**src/rtl/gpt_regs.svh**
```systemverilog
// register offsets, field positions, reset values and prescale counts
`ifndef GPT_REGS_SVH
`define GPT_REGS_SVH

// ==========================================================
// register index on the command port
`define GPT_REG_SA_CTL 4'h0
`define GPT_REG_SA_CNT 4'h1
`define GPT_REG_SA_PER 4'h2
`define GPT_REG_EV_CTL 4'h3
`define GPT_REG_EV_CNT 4'h4
`define GPT_REG_EV_PER 4'h5
`define GPT_REG_OD_CTL 4'h6
`define GPT_REG_OD_CNT 4'h7
`define GPT_REG_OD_PER 4'h8
`define GPT_REG_STATUS 4'h9

// ==========================================================
// control field positions
`define GPT_BIT_ON 15
`define GPT_BIT_SIDL 13
`define GPT_BIT_GATE 6
`define GPT_BIT_PS_HI 5
`define GPT_BIT_PS_LO 4
`define GPT_BIT_WIDE 3
`define GPT_BIT_SYNC 2
`define GPT_BIT_CS 1

// ==========================================================
// implemented bits per control register
`define GPT_MASK_SA 16'hA076
`define GPT_MASK_EV 16'hA07A
`define GPT_MASK_OD 16'hA072

// ==========================================================
// reset values
`define GPT_CTL_RST 16'h0000
`define GPT_CNT_RST 16'h0000
`define GPT_PER_RST 16'hFFFF

// ==========================================================
// prescale terminal counts (divide minus one)
`define GPT_PSC_TC_1 8'h00
`define GPT_PSC_TC_8 8'h07
`define GPT_PSC_TC_64 8'h3F
`define GPT_PSC_TC_256 8'hFF

`endif

```
**src/rtl/gpt_pkg.sv**
```systemverilog
// types shared by the timer block
package gpt_pkg;

    // ==========================================================
    // prescale select codes
    typedef enum logic [1:0]
    {
        GPT_PSC_1 = 2'b00,
        GPT_PSC_8 = 2'b01,
        GPT_PSC_64 = 2'b10,
        GPT_PSC_256 = 2'b11
    } gpt_psc_t;

endpackage

```
**src/rtl/gpt_prescale.sv**
```systemverilog
// prescale divider giving one tick per n advances
`timescale 1ns/1ps
`include "gpt_regs.svh"

module gpt_prescale
(
    input wire logic i_clk,
    input wire logic i_nrst,
    input wire logic i_clr,
    input wire logic i_adv,
    input wire gpt_pkg::gpt_psc_t i_sel,
    output logic o_tick
);

    logic [7:0] cnt_r;
    wire [7:0] term;

    // ==========================================================
    // terminal count decode
    assign term = (i_sel == gpt_pkg::GPT_PSC_256) ? `GPT_PSC_TC_256 :
                  (i_sel == gpt_pkg::GPT_PSC_64) ? `GPT_PSC_TC_64 :
                  (i_sel == gpt_pkg::GPT_PSC_8) ? `GPT_PSC_TC_8 :
                  `GPT_PSC_TC_1;
    assign o_tick = i_adv & (cnt_r == term);

    // counts advances, clear wins over advance
    always_ff @(posedge i_clk or negedge i_nrst)
    begin
        if (!i_nrst)
            cnt_r <= 8'h00;
        else if (i_clr)
            cnt_r <= 8'h00;
        else if (i_adv)
            cnt_r <= o_tick ? 8'h00 : 8'(cnt_r + 8'h01);
    end

endmodule

```
**src/rtl/gpt_count16.sv**
```systemverilog
// one 16-bit count word with load, clear and increment
`timescale 1ns/1ps
`include "gpt_regs.svh"

module gpt_count16
(
    input wire logic i_clk,
    input wire logic i_nrst,
    input wire logic i_wr,
    input wire logic [15:0] i_wdata,
    input wire logic i_zero,
    input wire logic i_inc,
    output logic [15:0] o_count
);

    // ==========================================================
    // software load beats hardware wrap beats increment
    always_ff @(posedge i_clk or negedge i_nrst)
    begin
        if (!i_nrst)
            o_count <= `GPT_CNT_RST;
        else if (i_wr)
            o_count <= i_wdata;
        else if (i_zero)
            o_count <= 16'h0000;
        else if (i_inc)
            o_count <= 16'(o_count + 16'h0001);
    end

endmodule

```
**src/rtl/gpt_top.sv**
```systemverilog
// standalone timer and pairable 16/32-bit timers with register port
//
// Implementation choices: strobed register access and the register addresses.
`timescale 1ns/1ps
`include "gpt_regs.svh"

// Operation
// - on bit runs or halts standalone timer
// - idle-stop bit halts timer during idle
// - gating only under internal clock
// - prescale field divides by 1/8/64/256
// - standalone sync bit resamples external clock
// - source bit picks pin edges or internal
// - control write while running clears prescaler
// - event on period match or gate fall
// - only standalone timer may count unsynchronised
// - wide bit joins even and odd timers
// - wide mode ignores odd control bits
// - wide match reported on odd interrupt
// - odd period upper, even period lower
// - odd count upper, even count lower
// - even on bit runs whole wide pair
// - adc trigger from pair or odd timer
// - unimplemented control bits read zero
module gpt_top
#(
    parameter int ADDR_W = 4
)
(
    input wire logic i_clk,
    input wire logic i_nrst,
    input wire logic [ADDR_W-1:0] i_addr,
    input wire logic [15:0] i_wdata,
    input wire logic i_wr,
    input wire logic i_rd,
    output logic [15:0] o_rdata,
    input wire logic i_idle,
    input wire logic i_ext_timer_clock_pin,
    input wire logic i_pair_ext_clock_pin_even,
    input wire logic i_pair_ext_clock_pin_odd,
    output logic o_standalone_irq,
    output logic o_even_irq,
    output logic o_odd_irq,
    output logic o_adc_trigger
);

    // ==========================================================
    // elaboration check
    generate
        if (ADDR_W < 4)
        begin : g_bad_addr
            $error("gpt_top: ADDR_W must be at least 4");
        end
    endgenerate

    // ==========================================================
    // register state
    logic [15:0] ctl_r [3];
    logic [15:0] sa_per_r;
    logic [15:0] ev_per_r;
    logic [15:0] od_per_r;
    logic [15:0] rdata_r;
    logic sa_irq_r;
    logic ev_irq_r;
    logic od_irq_r;
    logic adc_r;

    // per-timer wires, index 0 standalone, 1 even, 2 odd
    logic [15:0] ctl_eff [3];
    logic [2:0] adv;
    logic [2:0] tick;
    logic [2:0] gate_fall;
    logic [2:0] pin_lvl;
    logic [2:0] run;
    logic [2:0] psc_clr;
    logic [2:0] ctl_wr;
    logic [2:0] pins;

    // count words
    logic [15:0] sa_cnt;
    logic [15:0] ev_cnt;
    logic [15:0] od_cnt;

    // ==========================================================
    // address decode
    wire [3:0] idx = i_addr[3:0];
    wire hi_zero = (i_addr >> 4) == '0;
    wire sel_sa_ctl = hi_zero && idx == `GPT_REG_SA_CTL;
    wire sel_sa_cnt = hi_zero && idx == `GPT_REG_SA_CNT;
    wire sel_sa_per = hi_zero && idx == `GPT_REG_SA_PER;
    wire sel_ev_ctl = hi_zero && idx == `GPT_REG_EV_CTL;
    wire sel_ev_cnt = hi_zero && idx == `GPT_REG_EV_CNT;
    wire sel_ev_per = hi_zero && idx == `GPT_REG_EV_PER;
    wire sel_od_ctl = hi_zero && idx == `GPT_REG_OD_CTL;
    wire sel_od_cnt = hi_zero && idx == `GPT_REG_OD_CNT;
    wire sel_od_per = hi_zero && idx == `GPT_REG_OD_PER;
    wire sel_status = hi_zero && idx == `GPT_REG_STATUS;

    assign ctl_wr[0] = i_wr & sel_sa_ctl;
    assign ctl_wr[1] = i_wr & sel_ev_ctl;
    assign ctl_wr[2] = i_wr & sel_od_ctl;

    // ==========================================================
    // mode decode
    wire wide = ctl_r[1][`GPT_BIT_WIDE];

    // in wide mode the odd timer follows even control entirely
    assign ctl_eff[0] = ctl_r[0];
    assign ctl_eff[1] = ctl_r[1];
    assign ctl_eff[2] = wide ? ctl_r[1] : ctl_r[2];

    // pin order matches timer index
    assign pins = {i_pair_ext_clock_pin_odd,
                   i_pair_ext_clock_pin_even,
                   i_ext_timer_clock_pin};

    // ==========================================================
    // control and period registers
    // masks drop unimplemented positions so they read zero
    always_ff @(posedge i_clk or negedge i_nrst)
    begin
        if (!i_nrst)
        begin
            ctl_r[0] <= `GPT_CTL_RST;
            ctl_r[1] <= `GPT_CTL_RST;
            ctl_r[2] <= `GPT_CTL_RST;
        end
        else
        begin
            if (ctl_wr[0])
                ctl_r[0] <= i_wdata & `GPT_MASK_SA;
            if (ctl_wr[1])
                ctl_r[1] <= i_wdata & `GPT_MASK_EV;
            if (ctl_wr[2])
                ctl_r[2] <= i_wdata & `GPT_MASK_OD;
        end
    end

    // period words, no side effect on write
    always_ff @(posedge i_clk or negedge i_nrst)
    begin
        if (!i_nrst)
        begin
            sa_per_r <= `GPT_PER_RST;
            ev_per_r <= `GPT_PER_RST;
            od_per_r <= `GPT_PER_RST;
        end
        else
        begin
            if (i_wr && sel_sa_per)
                sa_per_r <= i_wdata;
            if (i_wr && sel_ev_per)
                ev_per_r <= i_wdata;
            if (i_wr && sel_od_per)
                od_per_r <= i_wdata;
        end
    end

    // ==========================================================
    // per-timer clock path: pin sync, edge, gate, prescaler
    generate
        for (genvar i = 0; i < 3; i++)
        begin : g_tmr
            logic s1_r;
            logic s2_r;
            logic s3_r;
            logic s4_r;
            wire [15:0] c = ctl_eff[i];
            wire ext_sel = c[`GPT_BIT_CS];
            // the pair always resamples; only index 0 may skip it
            wire sync_sel = (i == 0) ? c[`GPT_BIT_SYNC] : 1'b1;
            wire gated = ~ext_sel & c[`GPT_BIT_GATE];
            wire rise_fast = s2_r & ~s3_r;
            wire rise_sync = s3_r & ~s4_r;
            wire rise = sync_sel ? rise_sync : rise_fast;

            // pin synchroniser plus history for edges
            always_ff @(posedge i_clk or negedge i_nrst)
            begin
                if (!i_nrst)
                begin
                    s1_r <= 1'b0;
                    s2_r <= 1'b0;
                    s3_r <= 1'b0;
                    s4_r <= 1'b0;
                end
                else
                begin
                    s1_r <= pins[i];
                    s2_r <= s1_r;
                    s3_r <= s2_r;
                    s4_r <= s3_r;
                end
            end

            // on bit and idle-stop decide whether time passes
            assign run[i] = c[`GPT_BIT_ON] &
                            ~(i_idle & c[`GPT_BIT_SIDL]);

            // pin edges or every clock, gate holds the count
            assign adv[i] = run[i] &
                            (ext_sel ? rise : (~gated | s2_r));
            assign gate_fall[i] = run[i] & gated & s3_r & ~s2_r;
            assign pin_lvl[i] = s2_r;

            // a running timer loses its partial prescale on rewrite
            assign psc_clr[i] = (ctl_wr[i] & ctl_r[i][`GPT_BIT_ON]) |
                                ~c[`GPT_BIT_ON];

            gpt_prescale u_psc
            (
                .i_clk(i_clk),
                .i_nrst(i_nrst),
                .i_clr(psc_clr[i]),
                .i_adv(adv[i]),
                .i_sel(gpt_pkg::gpt_psc_t'(c[`GPT_BIT_PS_HI:`GPT_BIT_PS_LO])),
                .o_tick(tick[i])
            );
        end
    endgenerate

    // ==========================================================
    // period compare
    wire sa_match = sa_cnt == sa_per_r;
    wire ev_match = ev_cnt == ev_per_r;
    wire od_match = od_cnt == od_per_r;
    wire wide_match = ev_match & od_match;
    wire ev_carry = ev_cnt == 16'hFFFF;

    // standalone wrap and event
    wire sa_zero = tick[0] & sa_match;
    wire sa_evt = sa_zero | gate_fall[0];

    // even word is the low half when joined
    wire ev_zero = tick[1] & (wide ? wide_match : ev_match);
    wire ev_evt = ~wide & ((tick[1] & ev_match) | gate_fall[1]);

    // odd word counts carries of the low half when joined
    wire od_inc = wide ? (tick[1] & ev_carry) : tick[2];
    wire od_zero = wide ? (tick[1] & wide_match) : (tick[2] & od_match);
    wire wide_evt = (tick[1] & wide_match) | gate_fall[1];
    wire solo_evt = (tick[2] & od_match) | gate_fall[2];
    wire od_evt = wide ? wide_evt : solo_evt;

    // converter trigger only from the period match of this pair
    wire adc_evt = wide ? (tick[1] & wide_match)
                        : (tick[2] & od_match);

    // ==========================================================
    // count words
    gpt_count16 u_sa_cnt
    (
        .i_clk(i_clk),
        .i_nrst(i_nrst),
        .i_wr(i_wr & sel_sa_cnt),
        .i_wdata(i_wdata),
        .i_zero(sa_zero),
        .i_inc(tick[0]),
        .o_count(sa_cnt)
    );

    gpt_count16 u_ev_cnt
    (
        .i_clk(i_clk),
        .i_nrst(i_nrst),
        .i_wr(i_wr & sel_ev_cnt),
        .i_wdata(i_wdata),
        .i_zero(ev_zero),
        .i_inc(tick[1]),
        .o_count(ev_cnt)
    );

    gpt_count16 u_od_cnt
    (
        .i_clk(i_clk),
        .i_nrst(i_nrst),
        .i_wr(i_wr & sel_od_cnt),
        .i_wdata(i_wdata),
        .i_zero(od_zero),
        .i_inc(od_inc),
        .o_count(od_cnt)
    );

    // ==========================================================
    // event outputs, registered so they are clean one-cycle pulses
    always_ff @(posedge i_clk or negedge i_nrst)
    begin
        if (!i_nrst)
        begin
            sa_irq_r <= 1'b0;
            ev_irq_r <= 1'b0;
            od_irq_r <= 1'b0;
            adc_r <= 1'b0;
        end
        else
        begin
            sa_irq_r <= sa_evt;
            ev_irq_r <= ev_evt;
            od_irq_r <= od_evt;
            adc_r <= adc_evt;
        end
    end

    assign o_standalone_irq = sa_irq_r;
    assign o_even_irq = ev_irq_r;
    assign o_odd_irq = od_irq_r;
    assign o_adc_trigger = adc_r;

    // ==========================================================
    // read path
    // status shows live run state, pin levels and pairing
    wire [15:0] status = {9'h000, wide, pin_lvl, run};

    wire [15:0] rd_mux = sel_sa_ctl ? ctl_r[0] :
                         sel_sa_cnt ? sa_cnt :
                         sel_sa_per ? sa_per_r :
                         sel_ev_ctl ? ctl_r[1] :
                         sel_ev_cnt ? ev_cnt :
                         sel_ev_per ? ev_per_r :
                         sel_od_ctl ? ctl_r[2] :
                         sel_od_cnt ? od_cnt :
                         sel_od_per ? od_per_r :
                         sel_status ? status :
                         16'h0000;

    // data valid only the cycle after the strobe, zero otherwise
    always_ff @(posedge i_clk or negedge i_nrst)
    begin
        if (!i_nrst)
            rdata_r <= 16'h0000;
        else if (i_rd)
            rdata_r <= rd_mux;
        else
            rdata_r <= 16'h0000;
    end

    assign o_rdata = rdata_r;

endmodule

```
**config.mk**
```make
export PLATFORM = sky130hd
export DESIGN_NAME = gpt_top
export DESIGN_NICKNAME = d
export VERILOG_FILES = /design/src/rtl/gpt_pkg.sv /design/src/rtl/gpt_prescale.sv /design/src/rtl/gpt_count16.sv /design/src/rtl/gpt_top.sv
export VERILOG_INCLUDE_DIRS = /design/src /design/src/rtl
export SDC_FILE = /design/constraint.sdc
export NUM_CORES = 1
export LEC_CHECK = 0
export BUFFER_PORTS_ARGS = -buffer_cell sky130_fd_sc_hd__buf_2
export CORE_ASPECT_RATIO = 0.7
export CORE_MARGIN = 5
export CORE_UTILIZATION = 35
export DETAILED_ROUTE_END_ITERATION = 8
export PLACE_DENSITY = 0.48
export SETUP_SLACK_MARGIN = 0.4
export SLEW_MARGIN = 20
export SYNTH_ARGS = -nofsm -noshare
export SYNTH_HDL_FRONTEND = slang
export SYNTH_SLANG_ARGS = --single-unit
```
**constraint.sdc**
```tcl
create_clock -name i_clk -period 6.05 [get_ports i_clk]
set_clock_uncertainty 0.1 [all_clocks]
set_input_delay 0.3025 -clock i_clk [delete_from_list [all_inputs] [get_ports i_clk]]
set_output_delay 0.3025 -clock i_clk [all_outputs]
set_load 0.02 [all_outputs]
```
==> results of run 1 <==
==> repair_timing <==
| action | in CTS | in global routing |
|---|---|---|
| gates resized for setup | 0 | 0 |
| endpoints found under the hold margin | 79 | 0 |
| hold buffers | 4 | 0 |
==> per-stage QoR <==
stage / setup slack (ns) / area, um2 / util (%) / std cells
finish: 2.691 / 10730 / 39.88 / 1365
global route: 2.523 / 10730 / 39.88 / 1365
CTS: 2.751 / 10730 / 39.88 / 1365
detailed placement: 2.603 / 10100 / 37.54 / 1329
global placement: 2.534 / 10100 / 37.54 / 1329
floorplan: 3.210 / 9595 / - / 964
==> report_power, final <==
group          switching [mW]  internal [mW]  leakage [nW]
clock                   0.513          0.619         0.282
combinational           0.434          0.381          1.94
sequential              0.409           1.42          2.09
total                    1.36           2.42          4.31
==> final timing paths <==
check                      slack, ns                       from  depth (start not counted)                          endpoint
setup / recovery                2.69  g_tmr[1].c[3]$_DFFE_PN0P_                          7   u_od_cnt.o_count[2]$_DFFE_PN0P_
hold / removal                  0.03                i_wdata[15]                          2  u_ev_cnt.o_count[15]$_DFFE_PN0P_
setup reg to reg                2.69  g_tmr[1].c[3]$_DFFE_PN0P_                          7   u_od_cnt.o_count[2]$_DFFE_PN0P_
hold reg to reg                 0.25    g_tmr[0].s1_r$_DFF_PN0_                          0           g_tmr[0].s2_r$_DFF_PN0_
max in group asynchronous       4.01                     i_nrst                          3        g_tmr[0].c[15]$_DFFE_PN0P_
min in group asynchronous       0.44                     i_nrst                          2  u_ev_cnt.o_count[10]$_DFFE_PN0P_
==> cells by family after synthesis <==
group,Yosys count,share of synthesized area (%)
muxes,74,8.502
buffers and inverters,67,3.234
and+or+nand+nor,316,17.02
xor gates and xnor gates,65,5.933
DFF,172,45.48
adders and majority gates,6,0.7823
AOI/OAI and AO/OA,264,19.05
==> final cells by class <==
class                           count  area [um2]  share of cell area (%)
Sequential cell                   172        4364                   40.68
Clock inverter                     13       155.1                   1.446
Clock buffer                       19       432.9                   4.035
Timing Repair Buffer               59       344.1                   3.207
Tap cell                          364       455.4                   4.245
Multi-Input combinational cell    725        4927                   45.93
Inverter                           13       48.80                  0.4549
==> routing by layer <==
metal	wire [um]	vias up	track usage (%)	part of all wire (%)
met4	495	2	5.185	1.5
met3	2301	34	6.009	7.1
li1	-	3643	-	-
met1	16460	3939	32.18	51
met2	12990	250	28.57	40
met5	13	-	0	0.040
==> placed cells by master (no fill, tap or decap), drive strengths merged, types with 18 or more instances in the layout <==
master    n
a21oi    35
a22oi    26
a31oi    20
and3     25
buf      54
clkbuf   20
dfrtp   124
dfstp    48
inv      18
mux2     60
nand2    93
nand3    37
nor2     51
nor2b    19
o21ai    84
xnor2    20
xor2     45
==> sequential cells by signal, summed over array words and instances, names as in the netlist, 6 cells and up <==
register           count
o_rdata               16
od_per_r              16
u_od_cnt.o_count      16
ctl_r                  6
g_tmr.u_psc.cnt_r     24
u_sa_cnt.o_count      16
g_tmr.c               14
u_ev_cnt.o_count      16
ev_per_r              16
sa_per_r              16
==> synthesized netlist by cell type, drive strengths merged (20+ instances only) <==
master / n
dfrtp: 124
nand2: 93
o21ai: 84
mux2: 60
nor2: 51
dfstp: 48
clkbuf: 45
xor2: 45
nand3: 37
a21oi: 35
a22oi: 26
and3: 25
a31oi: 20
xnor2: 20
==> critical path: stages (launching register included) <==
cell and delay [ns]:
dfrtp_1 0.84, mux2_2 0.45, a211oi_1 0.31, o21ai_0 0.18, nor4_1 0.70, nor2_1 0.22
nor4b_1 0.35, a221o_1 0.15
==> flow_summary.ini, run 1 <==
[power]
ir_drop_mv = 0.1764
finalPower_mw = 3.779
powerDensity_nw_per_um2 = 352.2
leakagePower_nw = 4.314

[timing]
finalSetupTns_ns = 0
hold_violations = 0
slew_headroom_pct = 33.80
clock.fmax_mhz = 297.7
rsz0062_at_grt = no
whs_ns = 0.03401
period_needed_ns = 3.359
period_share_pct = 55.53
slew_violations = 0
tightest_slew_ns = 0.9845
setup-violations-final = 0

[synth]
yosysWarnings = 0
yosysUniqueCellTypes = 80
avgSynthCellArea_um2 = 9.954
seq_area_frac_synth_pct = 45.48
async_flop_share_pct = 100.0
synth_area_leaders = dfrtp_1 (32%), dfstp_2 (13%), mux2_2 (7.0%), xor2_1 (4.1%), o21ai_0 (4.1%)
yosys.area.top_type = dfrtp_1
synth_top_area_share_pct = 32.34
ys_dominant_reg_cell = dfrtp_1
ys_ff_latch = 172
synthCells = 964
synth.cell_area_um2 = 9595
synth_edf_count = 0
synth_nets = 998

[die]
die-area_um2 = 30880
fp.dieH_um = 148.5
core_area_um2 = 26900
start_util_pct = 35.67
chipWidth_um = 207.9
io_pins = 48
rows = 50

[global_routing]
grt-ovfl-total = 0
grt_usage_pct = 20.91
antenna_found_initial = 2
grt_pass1_vias = 7685
grt_start_max_net_pins = 112
grt_pass1_wl_mm = 49.16

[finish]
fill_cells = 2730
diodes = 0
areaGrowthSynthToFinish_pct = 11.80
nets = 1022
drive_above_1_share_pct = 22.08

[detailed_routing]
final_antenna_net_count = 0
drc_errors = 0
viasPerCell = 5.764
drtIter0Drc = 687
routed_wl_mm = 32.26
drtPass1Iterations = 7
wire_per_inst_um = 23.64
vias = 7868

[clock_tree]
post_cts_buffers = 0
clock_latency_ns = 0.46
cts_tree = built
clkSlewWorstSetupHoldPaths_ns = 0.07
clock-sinks = 172
cts_buffer_depth = 2
h-tree-depth = 4
cts_inserted_buffers = 17
root_buffer = clkbuf_16

[setup_path]
endpoint_kind = register
worstSetupPathType = register to register
required_ns = 6.33
cp.arrival_ns = 3.64
crit_fanout = 20
cp-start-kind = register

[place]
hpwl_mm = 23.18
gp_congestion = 0.8782
portBuffers = 47

[status]
status = finished, final reports clean

[job]
maxCapViolCount = 0

[min_path]
holdCritPathClass = input pin to register
Note: power is estimated with default switching activity, not from simulation.
==> inputs of run 2 (changes only) <==
--- a/config.mk
+++ b/config.mk
@@ -11,7 +11,7 @@
 export CORE_MARGIN = 5
 export CORE_UTILIZATION = 35
 export DETAILED_ROUTE_END_ITERATION = 8
-export PLACE_DENSITY = 0.48
+export PLACE_DENSITY = 0.5
 export SETUP_SLACK_MARGIN = 0.4
 export SLEW_MARGIN = 20
 export SYNTH_ARGS = -nofsm -noshare
==> constraint.sdc (replaced) <==
create_clock -name i_clk -period 2.8 [get_ports i_clk]
set_clock_uncertainty 0.1 [all_clocks]
set_input_delay 0.14 -clock i_clk [delete_from_list [all_inputs] [get_ports i_clk]]
set_output_delay 0.14 -clock i_clk [all_outputs]
set_load 0.02 [all_outputs]
==> flow_summary.ini, run 2 (same netlist as run 1, synthesis figures left out) <==
[clock_tree]
cts_inserted_buffers = 17
root_buffer = clkbuf_16
h-tree-depth = 4
clock_latency_ns = 0.46
clkSlewWorstSetupHoldPaths_ns = 0.07
cts_buffer_depth = 2
cts_tree = built
clock-sinks = 172

[timing]
rsz0062_at_grt = yes
slew_violations = 0
period_share_pct = 99.54
period_needed_ns = 2.787
slew_headroom_pct = 44.51
setup-violations-final = 0
hold_violations = 0
clock.fmax_mhz = 358.8
final.setup.worst_slack_ns = 0.01280
tightest_slew_ns = 0.8303

[finish]
regMostFlops = g_tmr.u_psc.cnt_r
diodes = 0
layout_common_cells = dfrtp_1 (120), buf_4 (111), nand2_1 (92)
fill_cells = 2583
largest_register_ffs = 24
final_common_cell = dfrtp_1
nets = 1158
stdcell_count = 1501
post-route-util_pct = 45.37
finalInstanceArea_um2 = 12200
drive_above_1_share_pct = 33.16
areaGrowthSynthToFinish_pct = 27.19

[die]
start_util_pct = 35.67
fp.dieH_um = 148.5
core_area_um2 = 26900
die-area_um2 = 30880
chipWidth_um = 207.9
io_pins = 48
rows = 50

[setup_path]
worstSetupPathType = register to register
crit_fanout = 6
crit_chain = xor2_1, nor4_2, nand4_1, buf_4, or4_4, nand3_2, o21ai_1, a221o_1
reg2reg_depth = 8
r2r-start = od_per_r[1]$_DFFE_PN1P_
slowest_delay_ns = 0.59
cp-start-kind = register
required_ns = 3.04
cp.arrival_ns = 3.03
path_buf_inv = 1
cp_slowest_cell = or4_4
endpoint_kind = register
r2r-end = u_od_cnt.o_count[13]$_DFFE_PN0P_
crit_family = simple AND/OR/NAND/NOR gates
rrSetupSlack_ns = 0.01
startpoint = od_per_r[1]$_DFFE_PN1P_

[detailed_routing]
viasPerCell = 5.734
vias = 8607
wire_per_inst_um = 22.99
drc_errors = 0
routed_wl_mm = 34.51
drtIter0Drc = 899
final_antenna_net_count = 0
drtPass1Iterations = 6

[status]
status = finished, final reports clean

[min_path]
holdCritPathClass = input pin to asynchronous set/reset pin

[place]
dpl.cell_count = 1427
hpwl_mm = 24.65
placed_area_um2 = 10910
portBuffers = 47
dp_slack_ns = -0.1184
gp_congestion = 0.8975

[global_routing]
grt-ovfl-total = 0
grt_pass1_vias = 8075
antenna_found_initial = 1
grt_pass1_wl_mm = 52.08
grt_start_max_net_pins = 108
grt_usage_pct = 22.16

[power]
ir_drop_mv = 0.4752
leakagePower_nw = 5.094
powerDensity_nw_per_um2 = 752.9

[job]
maxCapViolCount = 0
[run 2: worst register-to-register path, delay by kind of cell, from the launching register on]
family	cells	cell delay, ns
AOI/OAI and AO/OA	2	0.41
xor gates and xnor gates	1	0.08
DFF	1	0.54
and+or+nand+nor	4	1.36
buffers and inverters	1	0.19
[run 2: report_power, final]
part | switching, mW | leakage (nW) | internal [mW]
clock network | 1.07 | 0.320 | 1.69
registers | 0.573 | 2.08 | 3.08
logic | 1.50 | 2.69 | 1.27
total | 3.14 | 5.09 | 6.05
[run 2: cell type report]
| cell class | count | area, um2 | share of cell area [%] |
|---|---|---|---|
| clock buffers | 20 | 446.7 | 3.660 |
| multi-input cells | 728 | 5196 | 42.58 |
| flip-flops and latches | 172 | 4369 | 35.80 |
| inverters | 13 | 52.55 | 0.4306 |
| repair buffers | 192 | 1465 | 12.01 |
| well taps | 364 | 455.4 | 3.732 |
| clock inverters | 12 | 219.0 | 1.794 |
[run 2: timing repair]
item,4_1_cts,5_1_grt
hold buffers,21,0
buffers inserted,12,6
hold endpoints to repair,129,0
pin swaps,13,18
gates cloned,2,1
endpoints found under the setup margin,51,61
gates resized for setup,31,44
[run 2: metal layers]
layer	routed length [um]	global-route usage (%)	vias up
li1	-	-	3920
met1	17890	36.14	4277
met2	13140	28.67	371
met3	2926	5.018	39
met4	554	5.743	0
met5	0	0	-
[run 2: worst max-delay path by stage]
stage	end	slack, ns	cells past startpoint
6_report	u_od_cnt.o_count[13]$_DFFE_PN0P_	0.01	8
5_1_grt	u_od_cnt.o_count[11]$_DFFE_PN0P_	-0.08	9
4_1_cts	u_od_cnt.o_count[10]$_DFFE_PN0P_	-0.005	9
3_5_place_dp	u_od_cnt.o_count[14]$_DFFE_PN0P_	-0.12	7
3_3_place_gp	u_od_cnt.o_count[14]$_DFFE_PN0P_	-0.03	7
2_1_floorplan	u_od_cnt.o_count[10]$_DFFE_PN0P_	0.09	8
[run 2: stage by stage]
stage	TNS (ns)	total power, mW	hold WS [ns]
finish	0	9.188	0.06668
global placement	-0.04037	6.186	-0.02137
global route	-0.7777	9.581	0.09743
CTS	-0.01155	9.086	0.05493
detailed placement	-0.7680	6.183	-0.02152
floorplan	0	4.974	-0.2556
